===== src/gkd_pkg.sv =====
// constants shared by the ground key detector
package gkd_pkg;

	// ****************************************************************
	// timing
	// ****************************************************************
	localparam int CLK_PERIOD_NS = 10;
	// debounce step and filter sample period, 1.25 ms
	localparam int TICK_PERIOD_NS = 1250000;
	localparam int TICK_CYCLES = TICK_PERIOD_NS / CLK_PERIOD_NS;
	localparam int TICK_W = 17;

	// ****************************************************************
	// register bus
	// ****************************************************************
	localparam int ADDR_W = 8;
	localparam int DATA_W = 16;
	localparam logic [7:0] ADDR_IRQ_PEND = 8'h00;
	localparam logic [7:0] ADDR_IRQ_EN = 8'h01;
	localparam logic [7:0] ADDR_LINE_CTRL = 8'h02;
	localparam logic [7:0] ADDR_LOOP_STAT = 8'h03;
	localparam logic [7:0] ADDR_DEBOUNCE = 8'h04;
	localparam logic [7:0] ADDR_LONG_CUR = 8'h05;
	localparam logic [7:0] ADDR_ASSERT_THR = 8'h06;
	localparam logic [7:0] ADDR_RELEASE_THR = 8'h07;
	localparam logic [7:0] ADDR_FILTER_COEF = 8'h08;
	localparam logic [7:0] ADDR_OFFHOOK_THR = 8'h09;
	localparam logic [7:0] ADDR_ONHOOK_THR = 8'h0A;

	// ****************************************************************
	// field positions
	// ****************************************************************
	localparam int GK_IRQ_BIT = 0;
	localparam int LCR_BIT = 0;
	localparam int GK_STATUS_BIT = 1;
	localparam int LF_LSB = 0;
	localparam int LFS_LSB = 4;

	// ****************************************************************
	// line drive state codes
	// ****************************************************************
	localparam logic [2:0] LS_OPEN = 3'h0;
	localparam logic [2:0] LS_FWD_ACTIVE = 3'h1;
	localparam logic [2:0] LS_TIP_OPEN = 3'h3;
	localparam logic [2:0] LS_REV_ACTIVE = 3'h5;
	localparam logic [2:0] LS_RING_OPEN = 3'h7;

	// ****************************************************************
	// limits, 3.097 uA per code
	// ****************************************************************
	localparam logic [15:0] GK_THR_MAX = 16'h142E;
	localparam logic [15:0] LCR_THR_MAX = 16'h4CF0;
	localparam int COEF_SHIFT = 14;

	// ****************************************************************
	// reset values
	// ****************************************************************
	localparam logic [15:0] RST_COEF = 16'h0A10;
	localparam logic [15:0] RST_ASSERT_THR = 16'h08D4;
	localparam logic [15:0] RST_RELEASE_THR = 16'h064E;
	localparam logic [15:0] RST_OFFHOOK_THR = 16'h11A8;
	localparam logic [15:0] RST_ONHOOK_THR = 16'h0C9C;
	localparam logic [15:0] RST_DEBOUNCE = 16'h0008;

endpackage : gkd_pkg


===== src/gkd_top.sv =====
// ground key detector: longitudinal current, filter, hysteresis, debounce
//
// Functional notes
// long current is produced only in tip-open or ring-open shadow state
// long current is half of q1 plus q2 minus q5 minus q6
// long current goes through a low-pass filter before comparison
// filter coefficient zero blocks, 4000h passes unfiltered
// software computes the coefficient from the cutoff frequency
// software should program coefficient 0A10h
// filtered current is compared against the assert threshold
// a lower release threshold gives hysteresis
// debounced status changes only after full interval of opposite input
// debounce interval is 16 bits of 1.25 ms steps
// satisfied assert interval sets ground key status
// loop closure rising, not ground key, moves open state to active
// auto transition relies on the loop-closure bit
// shadow reads 3 in tip-open, 1 in forward-active after closure
// ground key pending flag and enable bit exist
// three-bit shadow field is read-only, shows the drive state
// both thresholds are 16-bit values of 3.097 uA steps
// a threshold above 16 mA disables ground key detection
// ground key status is read-only debounced output
// long current value is a 16-bit read-only monitor
// loop threshold above 61 mA disables loop closure detection
// each status change sets pending; interrupt only when enabled
// status clears after release condition lasts the full interval
//
// Strobed register access and the register offsets were decided locally.
`timescale 1ns/1ns
module gkd_top #(
	parameter int TICK_COUNT = gkd_pkg::TICK_CYCLES
) (
	// clock and reset
	input wire logic sys_clk,
	input wire logic rst_n,
	// register port
	input wire logic [gkd_pkg::ADDR_W-1:0] reg_addr,
	input wire logic [gkd_pkg::DATA_W-1:0] reg_wdata,
	input wire logic reg_wr,
	input wire logic reg_rd,
	output logic [gkd_pkg::DATA_W-1:0] reg_rdata,
	// sensed linefeed transistor currents
	input wire logic signed [15:0] sense_q1,
	input wire logic signed [15:0] sense_q2,
	input wire logic signed [15:0] sense_q5,
	input wire logic signed [15:0] sense_q6,
	// loop-closure detector
	input wire logic loop_closure_in,
	output logic [15:0] offhook_current_threshold,
	output logic [15:0] onhook_current_threshold,
	// status
	output logic ground_key_status,
	output logic [2:0] line_state_shadow,
	output logic [15:0] long_current_value,
	output logic gk_irq
);
	import gkd_pkg::*;

	// ****************************************************************
	// state
	// ****************************************************************
	typedef struct packed {
		logic [TICK_W-1:0] tick_cnt;
		logic tick;
		logic [15:0] long_cur;
		logic signed [15:0] filt;
		logic comp;
		logic status;
		logic [15:0] db_cnt;
		logic pending;
		logic enable;
		logic [2:0] lf_req;
		logic [2:0] lf_shadow;
		logic loop_closure_flag;
		logic lcr_prev;
		logic [15:0] dbi;
		logic [15:0] hith;
		logic [15:0] loth;
		logic [15:0] coef;
		logic [15:0] offhk;
		logic [15:0] onhk;
		logic [15:0] rdata;
	} gkd_state_s;

	localparam gkd_state_s ST_RESET = '{
		lf_req: LS_OPEN,
		lf_shadow: LS_OPEN,
		dbi: RST_DEBOUNCE,
		hith: RST_ASSERT_THR,
		loth: RST_RELEASE_THR,
		coef: RST_COEF,
		offhk: RST_OFFHOOK_THR,
		onhk: RST_ONHOOK_THR,
		default: '0
	};

	gkd_state_s st;
	gkd_state_s next_st;
	logic [1:0] rst_sync;
	logic rst_q_n;

	// ****************************************************************
	// reset release
	// ****************************************************************
	always_ff @(posedge sys_clk or negedge rst_n) begin
		if (!rst_n) begin
			rst_sync <= 2'h0;
		end else begin
			rst_sync <= {rst_sync[0], 1'b1};
		end
	end
	assign rst_q_n = rst_sync[1];

	// ****************************************************************
	// datapath
	// ****************************************************************
	logic signed [17:0] sum;
	logic signed [17:0] half;
	logic [15:0] sat;
	logic signed [16:0] diff;
	logic signed [33:0] prod;
	logic signed [16:0] step;
	logic [16:0] mag;
	logic gk_disabled;
	logic lcr_enabled;
	logic in_open;
	logic [16:0] db_inc;
	logic wr_pend;
	logic status_set;

	always_comb begin
		next_st = st;
		next_st.rdata = 16'h0000;
		// 1.25 ms enable pulse
		next_st.tick = 1'b0;
		if (st.tick_cnt == TICK_W'(TICK_COUNT - 1)) begin
			next_st.tick_cnt = '0;
			next_st.tick = 1'b1;
		end else begin
			next_st.tick_cnt = st.tick_cnt + TICK_W'(1);
		end

		in_open = (st.lf_shadow == LS_TIP_OPEN) ||
			(st.lf_shadow == LS_RING_OPEN);
		sum = 18'(sense_q1) + 18'(sense_q2) - 18'(sense_q5)
			- 18'(sense_q6);
		half = sum >>> 1;
		if (half > 18'sd32767) begin
			sat = 16'h7FFF;
		end else if (half < -18'sd32768) begin
			sat = 16'h8000;
		end else begin
			sat = half[15:0];
		end

		// first-order filter: y += (x - y) * coef / 4000h
		diff = 17'($signed(st.long_cur)) - 17'(st.filt);
		prod = 34'(diff) * 34'($signed({1'b0, st.coef}));
		step = 17'(prod >>> COEF_SHIFT);
		if (st.tick) begin
			next_st.long_cur = in_open ? sat : 16'h0000;
			next_st.filt = 16'(17'(st.filt) + step);
		end

		// magnitude compare with hysteresis
		mag = st.filt[15] ? 17'(-17'(st.filt)) : 17'(st.filt);
		gk_disabled = (st.hith > GK_THR_MAX) ||
			(st.loth > GK_THR_MAX);
		if (gk_disabled) begin
			next_st.comp = 1'b0;
		end else if (!st.comp && mag >= 17'(st.hith)) begin
			next_st.comp = 1'b1;
		end else if (st.comp && mag < 17'(st.loth)) begin
			next_st.comp = 1'b0;
		end

		// debounce, counted in 1.25 ms steps
		status_set = 1'b0;
		db_inc = 17'(st.db_cnt) + 17'h0_0001;
		if (st.tick) begin
			if (st.comp == st.status) begin
				next_st.db_cnt = 16'h0000;
			end else if (db_inc >= 17'(st.dbi)) begin
				next_st.status = st.comp;
				next_st.db_cnt = 16'h0000;
				status_set = 1'b1;
			end else begin
				next_st.db_cnt = db_inc[15:0];
			end
		end

		// loop closure gating and automatic line transition
		lcr_enabled = (st.offhk <= LCR_THR_MAX) &&
			(st.onhk <= LCR_THR_MAX);
		next_st.loop_closure_flag = loop_closure_in & lcr_enabled;
		next_st.lcr_prev = st.loop_closure_flag;
		if (st.loop_closure_flag && !st.lcr_prev) begin
			if (st.lf_shadow == LS_TIP_OPEN) begin
				next_st.lf_shadow = LS_FWD_ACTIVE;
			end else if (st.lf_shadow == LS_RING_OPEN) begin
				next_st.lf_shadow = LS_REV_ACTIVE;
			end
		end

		// register writes
		wr_pend = reg_wr && (reg_addr == ADDR_IRQ_PEND) &&
			reg_wdata[GK_IRQ_BIT];
		next_st.pending = (st.pending & ~wr_pend) | status_set;
		if (reg_wr) begin
			case (reg_addr)
				ADDR_IRQ_EN: begin
					next_st.enable = reg_wdata[GK_IRQ_BIT];
				end
				ADDR_LINE_CTRL: begin
					next_st.lf_req = reg_wdata[LF_LSB +: 3];
					next_st.lf_shadow = reg_wdata[LF_LSB +: 3];
				end
				ADDR_DEBOUNCE: begin
					next_st.dbi = reg_wdata;
				end
				ADDR_ASSERT_THR: begin
					next_st.hith = reg_wdata;
				end
				ADDR_RELEASE_THR: begin
					next_st.loth = reg_wdata;
				end
				ADDR_FILTER_COEF: begin
					next_st.coef = reg_wdata;
				end
				ADDR_OFFHOOK_THR: begin
					next_st.offhk = reg_wdata;
				end
				ADDR_ONHOOK_THR: begin
					next_st.onhk = reg_wdata;
				end
				default: begin
				end
			endcase
		end

		// register reads, answered in the next cycle
		if (reg_rd) begin
			case (reg_addr)
				ADDR_IRQ_PEND: begin
					next_st.rdata[GK_IRQ_BIT] = st.pending;
				end
				ADDR_IRQ_EN: begin
					next_st.rdata[GK_IRQ_BIT] = st.enable;
				end
				ADDR_LINE_CTRL: begin
					next_st.rdata[LF_LSB +: 3] = st.lf_req;
					next_st.rdata[LFS_LSB +: 3] = st.lf_shadow;
				end
				ADDR_LOOP_STAT: begin
					next_st.rdata[LCR_BIT] = st.loop_closure_flag;
					next_st.rdata[GK_STATUS_BIT] = st.status;
				end
				ADDR_DEBOUNCE: begin
					next_st.rdata = st.dbi;
				end
				ADDR_LONG_CUR: begin
					next_st.rdata = st.long_cur;
				end
				ADDR_ASSERT_THR: begin
					next_st.rdata = st.hith;
				end
				ADDR_RELEASE_THR: begin
					next_st.rdata = st.loth;
				end
				ADDR_FILTER_COEF: begin
					next_st.rdata = st.coef;
				end
				ADDR_OFFHOOK_THR: begin
					next_st.rdata = st.offhk;
				end
				ADDR_ONHOOK_THR: begin
					next_st.rdata = st.onhk;
				end
				default: begin
					next_st.rdata = 16'h0000;
				end
			endcase
		end
	end

	always_ff @(posedge sys_clk or negedge rst_q_n) begin
		if (!rst_q_n) begin
			st <= ST_RESET;
		end else begin
			st <= next_st;
		end
	end

	// ****************************************************************
	// outputs
	// ****************************************************************
	assign reg_rdata = st.rdata;
	assign offhook_current_threshold = st.offhk;
	assign onhook_current_threshold = st.onhk;
	assign ground_key_status = st.status;
	assign line_state_shadow = st.lf_shadow;
	assign long_current_value = st.long_cur;
	assign gk_irq = st.pending & st.enable;

endmodule : gkd_top


===== config.mk =====
export PLATFORM = sky130hd
export DESIGN_NAME = gkd_top
export DESIGN_NICKNAME = d
export VERILOG_FILES = /design/src/gkd_pkg.sv /design/src/gkd_top.sv
export SDC_FILE = /design/constraint.sdc
export NUM_CORES = 1
export LEC_CHECK = 0
export BUFFER_PORTS_ARGS = -buffer_cell sky130_fd_sc_hd__buf_2
export CORE_ASPECT_RATIO = 0.8
export CORE_MARGIN = 10
export CORE_UTILIZATION = 32
export CTS_CLUSTER_DIAMETER = 120
export DETAILED_ROUTE_END_ITERATION = 12
export HOLD_SLACK_MARGIN = 0.1
export SLEW_MARGIN = 15
export SYNTH_ARGS = -nofsm -noshare
export SYNTH_HDL_FRONTEND = slang
export SYNTH_SLANG_ARGS = --single-unit

===== constraint.sdc =====
create_clock -name sys_clk -period 7.3 [get_ports sys_clk]
set_input_delay 0 -clock sys_clk [delete_from_list [all_inputs] [get_ports sys_clk]]
set_output_delay 0 -clock sys_clk [all_outputs]
set_load 0.005 [all_outputs]

Word level (Yosys, flattened, before mapping)
Index checks and enable logic that the tools add are counted.

storage, ports and cells
  output and inout bits = 69
  register bits after elaboration = 192

operators by class
  eq/ne operators = 14
  mux-type cells = 26
  reduce and logical (&&, ||, !) cells = 21
  bitwise operators = 6
  multipliers = 1
  add/subtract/negate cells = 8
  $lt $le $gt $ge = 9

operators by type and width
  cell                                                              count
  two-way mux 16 bit                                                6
  case mux 9 bit (7 select lines)                                   1
  >= comparator 17 x 16 -> 1 bit                                    2
  two-way mux 17 bit                                                2
  equality test 8 x 3 -> 1 bit (second input constant)              4
  greater-than comparator 16 x 13 -> 1 bit (second input constant)  2
  <= comparator 16 x 15 -> 1 bit (second input constant)            2
  multiplier 17 x 17 -> 30 bit                                      1
  equality test 8 x 4 -> 1 bit (second input constant)              3
  case mux 3 bit (8 select lines)                                   1
  subtractor 17 x 16 -> 18 bit                                      1
  subtractor 18 x 16 -> 18 bit                                      1
  adder 16 x 1 -> 17 bit (second input constant)                    1
  adder 16 x 16 -> 17 bit                                           1
  adder 17 x 1 -> 17 bit (second input constant)                    1
  equality test 17 bit (second input constant)                      1
  greater-than comparator 17 x 16 -> 1 bit (second input constant)  1
  < comparator 17 x 16 -> 1 bit                                     1
  < comparator 17 x 16 -> 1 bit (second input constant)             1
  negation 16 -> 17 bit                                             1
  subtractor 16 x 16 -> 17 bit                                      1
  adder 16 bit                                                      1
  equality test 8 x 2 -> 1 bit (second input constant)              2
  AND reduction 2 bit                                               8
  other kinds (19)                                                  39

Depth between registers and ports, before layout
Gate-level depths: netlist (run 1).

  depth after elaboration = 7
  gate-level depth with buffers = 42

Least setup slack after synthesis (run 1)
No wires, ideal clock.

  kind = reg2reg
  from = reg st[141] (netlist bit)
  to = reg st[155] (netlist bit)
  stages on the path, launching flop included = 41
  data required time = 7,167 ps
  slack = -2,063 ps
  clock period less this slack = 9,363 ps
  arrival time = 9,230 ps
  buffers on the path = 1
  cells stage by stage = dfrtp_1 > inv_1 > ha_1 > nor2b_1 > o31a_1 > o41a_1 > a211oi_1 > o21bai_1 > a21oi_1 > xnor2_1 > clkbuf_1 > nand2_1 > fa_1 > fa_1 > inv_1 > fa_1 > fa_1 > inv_1 > [5 not listed] > a21o_1 > a41oi_1 > nor2_1 > a21oi_1 > nand2_1 > a21o_1 > a21o_1 > a21oi_1 > xnor2_1 > ha_1 > or2_2 > a21oi_1 > a31oi_1 > a31oi_1 > o21ai_0 > xnor3_1 > nand2_1 > xnor2_1

between the ends
  word-level cells in the longest chain between the ends = 3

ends and longest elaborated chain
  what                          line            text
  start, declared               gkd_top.sv:97   gkd_state_s st;
  start signal, assigned        gkd_top.sv:290  st <= next_st;
  subtractor 16 x 16 -> 17 bit  gkd_top.sv:157  diff = 17'($signed(st.long_cur)) - 17'(st.filt);
  multiplier 17 x 17 -> 30 bit  gkd_top.sv:158  prod = 34'(diff) * 34'($signed({1'b0, st.coef}));
  adder 16 bit (*)              gkd_top.sv:162  next_st.filt = 16'(17'(st.filt) + step);

Mark *: on every way between the ends. The rest lies on a longest branch, timed or not.
A chain may end at the register's enable or synchronous reset.

Worst setup path in the final report (run 1)
  from = reg st[140] (netlist bit)
  to = reg st[155] (netlist bit)

The elaborated chain is that of the path after synthesis.

==> out/results.tsv, run 1 <==
metric	value	unit
worst-case vdd ir drop	190	uV
multi-input logic area	0.0158	mm2
final wirelength	66.7	mm
final-stage net count	3302	
flop and latch count out of synthesis	192	
crit-path most repeated cell	fa_1	
sequential share of the synthesized area	21.3	%
Min Clock Period, post-route	8920	ps
leakage power	0.0139	uW
MaxCap Viol Count	0	
H-tree level count	4	
DP Cell Count	3602	
RSZ-0062 raised after global routing	yes	
setup ws final	-1620	ps
CTS sink cnt	192	
Starting Density	32.3	%
most common cell after layout, fill and taps aside	inv_1	
first-pass GRT wire length	106	mm
CTS clk-pin slew, worst paths	80	ps
failing checks	setup timing	
total chip power	4360	uW
total gr overflow	0	
Net Count, Synth	2952	
Most used DFF post-synth	dfrtp_1	
Tot GR Track Use	16.2	%
final setup skew	14.4	ps
CP required	7650	ps
Hold Path Class	primary input to flip-flop	
Root Driver	clkbuf_16	
CP endpoint kind	flip-flop	
synth unique cells	87	
Slew HR	24.7	%
Worst path slowest cell	fa_1	
Residual DRC	0	
drt wl/cell	18.0	um
most frequent cells in the layout	inv_1 (431), fa_1 (277), buf_4 (265)	
number of flops mapped to enable cells by yosys	0	
antenna-violating nets left	0	
area of all sequential standard cells	0.00484	mm2
io pins	162	
CTS Buf Count	17	
Die H	258	um
status	complete, but fails checks	
post-synthesis cell area	0.0227	mm2
Via Count	17447	
Core Area	0.0703	mm2
Final Non-Filler Cells	3698	
initial antenna violation count	2	
initial DRC count	1394	
Max Fclk	0.112	GHz
Worst-Margin Slew	1130	ps
drt first pass iters	7	
max incr delay on CP	560	ps
Setup Slack @ Placement	-1870	ps
num rows	87	
Via-to-Cell Ratio	4.72	
Final GP Congestion	0.872	
syn_area_per_cell	9.45	um2
DP HPWL	55.6	mm
Max Transition Viols Final	0	
fraction of registers with async set or reset after synthesis	100	%
CP arrival	9270	ps
antenna diode count	0	
Chip Width	318	um
Setup CP Type	flip-flop to flip-flop	
Clock Latency Late Sink	460	ps
Mapped Cells	2401	
CTS tree	built	
YS warnings	0	
Critical Path Source Type	flip-flop	
layout cells sized above 1	26.0	%
deepest clock path buffer count	2	
final period utilization	122	%
WHS	272	ps
pwr dens	158	mW/mm2
die area	0.0820	mm2
largest net degree at the start of global routing	69	
port bufs	161	
final hold violations	0	
number of fill cells	6978	
Crit Path Max Fanout	4	
Setup Viol. Count Final	13	
vias in the first global route	18009	
Area Overhead vs Synth	21.3	%
where the power goes:
part,internal (uW),switching (uW)
combinational,1120,1130
sequential,1110,51.7
clock,507,449
Yosys cell counts (4+ instances only):
cell      count  area share (%)
a21o_1       24            0.79
a21oi_1      55             1.2
a221o_1      11            0.49
a222oi_1      4            0.18
a22oi_1      11            0.36
a31oi_1       7            0.19
and2_1      103             2.8
and3_1       14            0.39
buf_1         7            0.12
buf_4        68             2.2
clkbuf_1     72             1.2
dfrtp_1     166              18
dfstp_2      26             3.0
fa_1        283              25
ha_1        175             9.6
inv_1       443             7.3
mux2_2       68             3.4
mux2i_1      22            0.97
mux4_2       16             1.6
nand2_1     252             4.2
nand2b_1     34            0.94
nand3_1      28            0.62
nand4_1      12            0.33
nor2_1       92             1.5
nor2b_1      31            0.85
nor3_1       12            0.26
nor3_2        4            0.18
nor4_1       11            0.30
o21a_1       14            0.46
o21ai_0     109             2.4
o21ai_1       6            0.13
o21bai_1      7            0.23
o221ai_1      4            0.15
o31ai_1       7            0.23
or3_1         8            0.22
xnor2_1      91             3.5
xor2_1       22            0.85
stage by stage:
step           util, %  cell area (um2)  TNS, ps
6_report          39.2            27500   -14160
5_1_grt           39.2            27500   -19760
4_1_cts           38.8            27300   -13280
3_5_place_dp      37.0            26000   -17230
3_3_place_gp      37.0            26000   -16260
2_1_floorplan        -            22900    -9950
state kept, by name, summed over array words and instances (netlist names):
signal,flops
reg_rdata,16
offhook_current_threshold,16
onhook_current_threshold,16
next_st,1
st,121
long_current_value,16
ground_key_status,1
line_state_shadow,3
rst_sync,2
critical path: cells and delay by family, from the launching register on:
kind                     cells  cell delay [ps]
buffers and inverters        8              770
flip-flops                   1              430
adder cells (fa/ha/maj)     10             4120
AO/OA/AOI/OAI               13             2030
XOR/XNOR                     4              560
AND/OR/NAND/NOR              7              880
final cells by class:
class	instances	area share [%]
flip-flops and latches	192	17.6
repair buffers	480	12.5
well taps	934	4.24
clock buffers	21	1.71
multi-input cells	1615	57.5
clock inverters	11	0.423
inverters	445	6.07
metal layers:
layer | global-route usage [%] | vias up | routed length [um]
li1 | - | 8260 | -
met1 | 24.3 | 8595 | 32800
met2 | 23.6 | 548 | 28200
met3 | 3.93 | 44 | 5020
met4 | 2.31 | 0 | 689
met5 | 0 | - | 0
final timing paths:
check / from / end / slack (ps) / cells past startpoint
max: st[140] / st[155] / -1620 / 42
min: reg_addr[4] / reg_rdata[15] / 270 / 6
max reg2reg: st[140] / st[155] / -1620 / 42
min reg2reg: rst_sync[0] / rst_sync[1] / 360 / 0
max in group asynchronous: rst_sync[1] / st[62] / 5530 / 1
min in group asynchronous: rst_n / rst_sync[0] / 390 / 3
kinds of logic (layout without fill, tap and decap cells):
family                     Yosys count  count (layout)  synth area share, %
buffers and inverters              594             957                 11.0
adders and majority gates          459             459                 34.7
xor gates and xnor gates           115             115                 4.53
DFF                                192             192                 21.3
other                                1               1               0.0165
AOI/OAI and AO/OA                  307             307                 8.95
muxes                              109             109                 6.08
and+or+nand+nor                    624             624                 13.5
repair_timing:
action,in CTS,in global routing
endpoints found under the hold margin,113,0
hold buffers,29,0
resized for setup,59,34
endpoints found under the setup margin,15,15
setup buffers,28,13
pin swaps,56,52
Power figures use the tool's default switching activity.
==> run 2: changes to the inputs <==
--- a/config.mk
+++ b/config.mk
@@ -7,7 +7,7 @@
 export LEC_CHECK = 0
 export BUFFER_PORTS_ARGS = -buffer_cell sky130_fd_sc_hd__buf_2
 export CORE_ASPECT_RATIO = 0.8
-export CORE_MARGIN = 10
+export CORE_MARGIN = 1
 export CORE_UTILIZATION = 32
 export CTS_CLUSTER_DIAMETER = 120
 export DETAILED_ROUTE_END_ITERATION = 12
==> out/results.tsv, run 2 (same netlist as run 1, synthesis figures left out) <==
metric	value	unit	change
status	complete, but fails checks		unchanged
failing checks	setup timing		unchanged
CTS tree	built		unchanged
Critical Path Source Type	flip-flop		unchanged
Via Count	17459		was 17.4k
dpl cell area	0.0261	mm2	was 0.0260 mm2
CTS clk-pin slew, worst paths	80	ps	about the same
port bufs	161		unchanged
Die H	240	um	was 258 um
die area	0.0720	mm2	was 0.0820 mm2
final setup skew	15.7	ps	was 14.4 ps
post-route cell area	0.0275	mm2	about the same
most common cell after layout, fill and taps aside	inv_1		unchanged
deepest clock path buffer count	2		unchanged
fin util	39.6	%	was 39.2%
first-pass GRT wire length	103	mm	was 106 mm
MaxCap Viol Count	0		unchanged
Switching Share	38.2	%	was 37.4%
final hold violations	0		unchanged
total gr overflow	0		unchanged
RSZ-0062 raised after global routing	yes		unchanged
Starting Density	32.6	%	was 32.3%
reported net switching power	1690	uW	was 1630 uW
leakage power	0.0139	uW	about the same
io pins	162		unchanged
clock share of power	21.6	%	was 21.9%
antenna-violating nets left	0		unchanged
Sequential Power Share	26.2	%	was 26.5%
CTS sink cnt	192		unchanged
Max Transition Viols Final	0		unchanged
worst-case vdd ir drop	161	uV	was 190 uV
max FFs per register	121		unchanged
Chip Width	300	um	was 318 um
Top reg by flops	st		unchanged
Setup CP Type	flip-flop to flip-flop		unchanged
largest net degree at the start of global routing	67		was 69
Max Fclk	0.112	GHz	about the same
Min Clock Period, post-route	8900	ps	was 8920 ps
Core Area	0.0695	mm2	was 0.0703 mm2
num rows	86		was 87
final-stage net count	3308		was 3302
Clock Latency Late Sink	460	ps	about the same
number of fill cells	6892		was 6978
Crit Path Max Fanout	3		was 4
Worst path slowest cell	fa_1		unchanged
Root Driver	clkbuf_16		unchanged
Residual DRC	0		unchanged
WHS	289	ps	was 272 ps
setup ws final	-1600	ps	was -1620 ps
CP endpoint kind	flip-flop		unchanged
total chip power	4420	uW	was 4360 uW
DP HPWL	54.7	mm	was 55.6 mm
drt wl/cell	17.6	um	was 18.0 um
Hold Path Class	primary input to flip-flop		unchanged
vias in the first global route	17831		was 18.0k
crit-path most repeated cell	fa_1		unchanged
final wirelength	65.0	mm	was 66.7 mm
Tot GR Track Use	18.7	%	was 16.2%
pwr dens	161	mW/mm2	was 158 mW/mm2
Slew HR	28.7	%	was 24.7%
Pint	2730	uW	about the same
drt first pass iters	5		was 7
most frequent cells in the layout	inv_1 (430), buf_4 (281), fa_1 (275)		was inv_1 (431), fa_1 (277), buf_4 (265)
CP arrival	9240	ps	was 9270 ps
Area Overhead vs Synth	21.3	%	about the same
CTS Buf Count	17		unchanged
max incr delay on CP	550	ps	was 560 ps
Setup Viol. Count Final	13		unchanged
H-tree level count	4		unchanged
initial DRC count	1079		was 1394
Worst-Margin Slew	1070	ps	was 1130 ps
CP required	7640	ps	was 7650 ps
final period utilization	122	%	about the same
initial antenna violation count	4		was 2
Final GP Congestion	0.913		was 0.872
Comb pwr share	52.2	%	was 51.6%
Via-to-Cell Ratio	4.72		about the same
Setup Slack @ Placement	-1730	ps	was -1870 ps
layout cells sized above 1	26.0	%	about the same
## run 2: cell types whose count changed in the layout (fill, tap and decap cells not counted), moves of 3 or more
cell,change
clkbuf_8,-3
inv_8,+3
nor2_2,-3
xnor2_2,-3
a21oi_2,-5
buf_4,+16
clkinv_4,+3
buf_6,-6
buf_12,-4
inv_6,-3
a21oi_1,+3
xnor2_1,+3
## run 2: final cells by class
class,instances,area [um2],area share (%)
clock buffers,18,429,1.56
flip-flops and latches,192,4840,17.6
repair buffers,486,3410,12.4
diodes,2,5.00,0.0182
clock inverters,14,168,0.609
well taps,924,1160,4.20
multi-input cells,1615,15800,57.5
inverters,445,1670,6.08
## run 2: metrics by stage
step           cells  setup TNS [ps]
2_1_floorplan   2401           -9950
3_3_place_gp    3607          -13960
3_5_place_dp    3607          -15200
4_1_cts         3688          -13110
5_1_grt         3694          -18670
6_report        3696          -13330
## run 2: critical path, delay by kind of cell (launching register included)
family	cells	cell delay, ps
compound gates	13	2350
xor+xnor	2	340
fa+ha+maj	10	3880
buf+inv	6	590
flops	1	410
simple gates	8	1200
## run 2: layer usage
metal | track usage [%] | vias up | share of wire [%]
li1 | - | 8283 | -
met1 | 28.1 | 8621 | 49
met2 | 26.9 | 495 | 41
met3 | 4.78 | 58 | 8.1
met4 | 3.53 | 2 | 1.4
met5 | 0 | - | 0.020
## run 2: power groups by stage
stage | sequential [uW] | combinational (uW) | clock [uW]
3_3_place_gp | 1180 | 2000 | 0
2_1_floorplan | 1160 | 1330 | 0
3_5_place_dp | 1180 | 2010 | 0
6_report | 1160 | 2310 | 956
4_1_cts | 1160 | 2170 | 972
5_1_grt | 1160 | 2560 | 1010
## run 2: final timing paths
check                            start      endpoint  slack, ps  cells past startpoint
max                            st[141]       st[154]      -1600                     39
min                        reg_addr[7]  reg_rdata[8]        290                      6
max reg2reg                    st[141]       st[154]      -1600                     39
min in group asynchronous        rst_n   rst_sync[0]        390                      3
max in group asynchronous  rst_sync[1]       st[141]       5470                      1
min reg2reg                rst_sync[0]   rst_sync[1]        350                      0
## run 2: timing repair
item / 4_1_cts / 5_1_grt
buffers inserted: 20 / 8
endpoints found under the setup margin: 15 / 15
gates cloned: 1 / 0
resized for setup: 57 / 34
endpoints found under the hold margin: 113 / 0
hold buffers: 29 / 0
pin swaps: 67 / 47
==> run 3: changes to the inputs <==
==> constraint.sdc (replaced) <==
create_clock -name sys_clk -period 11.35 [get_ports sys_clk]
set_input_delay 0 -clock sys_clk [delete_from_list [all_inputs] [get_ports sys_clk]]
set_output_delay 0 -clock sys_clk [all_outputs]
set_load 0.005 [all_outputs]
==> out/results.tsv, run 3 (same netlist as run 1, synthesis figures left out) <==
metric	value	unit	change
CP arrival	10490	ps	was 9240 ps
R2R depth	38		was 39
final-stage net count	3035		was 3308
io pins	162		unchanged
DP HPWL	49.6	mm	was 54.7 mm
Hold Path Class	primary input to flip-flop		unchanged
crit-path most repeated cell	fa_1		unchanged
worst-case vdd ir drop	106	uV	was 161 uV
reported net switching power	956	uW	was 1690 uW
total chip power	2510	uW	was 4420 uW
max incr delay on CP	560	ps	was 550 ps
CTS sink cnt	192		unchanged
RSZ-0062 raised after global routing	no		was yes
setup TNS	0	ps	was -13330 ps
total gr overflow	0		unchanged
Clock Latency Late Sink	450	ps	was 460 ps
Starting Density	32.6	%	unchanged
CTS Buf Count	17		unchanged
Root Driver	clkbuf_16		unchanged
drt first pass iters	7		was 5
CTS clk-pin slew, worst paths	80	ps	about the same
antenna diode count	0		was 2
Min Clock Period, post-route	10150	ps	was 8900 ps
Top reg by flops	st		unchanged
reg2reg end	st[154]		unchanged
H-tree level count	4		unchanged
layout cells sized above 1	14.6	%	was 26.0%
Chip Width	300	um	unchanged
Comb pwr share	43.8	%	was 52.2%
Tot GR Track Use	18.0	%	was 18.7%
die area	0.0720	mm2	unchanged
most common cell after layout, fill and taps aside	inv_1		unchanged
Via-to-Cell Ratio	4.87		was 4.72
Setup CP Type	flip-flop to flip-flop		unchanged
final wirelength	62.4	mm	was 65.0 mm
status	completed		was complete, but fails checks
pwr dens	101	mW/mm2	was 161 mW/mm2
Max Transition Viols Final	0		unchanged
port bufs	161		unchanged
final setup skew	13.7	ps	was 15.7 ps
CTS tree	built		unchanged
Switching Share	38.1	%	was 38.2%
Hold Path End	reg_rdata[13]		was reg_rdata[8]
Setup Viol. Count Final	0		was 13
final hold violations	0		unchanged
Max Fclk	0.0985	GHz	was 0.112 GHz
Crit Path Max Fanout	16		was 3
Residual DRC	0		unchanged
Critical Path Source Type	flip-flop		unchanged
leakage power	0.0124	uW	was 0.0139 uW
drt wl/cell	18.2	um	was 17.6 um
final period utilization	89.4	%	was 122%
Final GP Congestion	0.887		was 0.913
Worst path slowest cell	fa_1		unchanged
clock share of power	26.1	%	was 21.6%
Pint	1550	uW	was 2730 uW
vias in the first global route	16924		was 17.8k
deepest clock path buffer count	2		unchanged
largest net degree at the start of global routing	76		was 67
WHS Path Cells	6		unchanged
Core Area	0.0695	mm2	unchanged
Die H	240	um	unchanged
number of fill cells	7119		was 6892
reg-to-reg slack, setup	1200	ps	was -1600 ps
first-pass GRT wire length	99.7	mm	was 103 mm
Via Count	16652		was 17.5k
MaxCap Viol Count	0		unchanged
CP endpoint kind	flip-flop		unchanged
Worst-Margin Slew	1200	ps	was 1070 ps
num rows	86		unchanged
most frequent cells in the layout	inv_1 (443), fa_1 (283), nand2_1 (252)		was inv_1 (430), buf_4 (281), fa_1 (275)
initial antenna violation count	4		unchanged
Slew HR	19.5	%	was 28.7%
Sequential Power Share	30.1	%	was 26.2%
initial DRC count	1320		was 1079
antenna-violating nets left	0		unchanged
max FFs per register	121		unchanged
Area Overhead vs Synth	9.96	%	was 21.3%
CP required	11680	ps	was 7640 ps
r2r startpoint	st[141]		unchanged
hold_sp	reg_addr[4]		was reg_addr[7]
==> run 3: changes by cell type in the layout (fill, tap and decap cells not counted), moves of 12 or more <==
cell / before / now
a21oi_1: 40 / 54
inv_2: 14 / 2
o21ai_0: 94 / 109
buf_4: 281 / 24
o21ai_1: 20 / 6
inv_1: 430 / 443
==> run 3: area by class of cell <==
type	instances	area (um2)	area share [%]
Tap cell	924	1160	4.63
Sequential cell	192	4840	19.4
Clock buffer	19	443	1.78
Multi-Input combinational cell	1615	15400	61.7
Inverter	445	1670	6.69
Clock inverter	13	191	0.767
Timing Repair Buffer	213	1270	5.07
==> run 3: metal layers <==
metal  global-route usage (%)  vias up  wire, um
met1                     27.6     8279     30900
met4                     3.31        0       865
met3                     5.03       64      5620
met5                        0        -         0
li1                         -     7735         -
met2                     25.0      574     25000
==> run 3: how the worst max path moves through the flow <==
stage,start,to,slack (ps),depth (start not counted)
after floorplan,st[141],st[155],1990,40
after global placement,st[141],st[155],1380,40
after detailed placement,st[141],st[154],1170,38
after CTS,st[141],st[154],1160,38
after global routing,st[141],st[155],460,40
final,st[141],st[154],1200,38
==> run 3: metrics by stage <==
step / cells / utilization, % / cell area, um2 / hold slack (ps) / setup WS [ps]
2_1_floorplan: 2401 / - / 22700 / -296 / 1990
3_3_place_gp: 3361 / 34.6 / 24000 / -212 / 1380
3_5_place_dp: 3361 / 34.6 / 24000 / -213 / 1170
4_1_cts: 3421 / 35.9 / 25000 / 262 / 1160
5_1_grt: 3421 / 35.9 / 25000 / 300 / 463
6_report: 3421 / 35.9 / 25000 / 285 / 1200
==> run 3: power groups by stage <==
stage / clock network (uW) / registers [uW] / logic (uW)
global route: 699 / 760 / 1260
floorplan: 0 / 746 / 843
detailed placement: 0 / 768 / 1100
global placement: 0 / 768 / 1100
finish: 656 / 756 / 1100
CTS: 667 / 755 / 1120
==> run 3: timing repair <==
item                      CTS  global route
gates resized for setup     0             0
hold endpoints to repair  113             0
hold buffers               28             0
setup buffers               0             0
==> run 3: worst max-delay path: cells and delay by family (launching register included) <==
kind	cells	cell delay (ps)
AOI/OAI and AO/OA	14	3040
xor gates and xnor gates	2	520
adders and majority gates	9	4110
buffers and inverters	5	330
DFF	1	500
and+or+nand+nor	8	1500
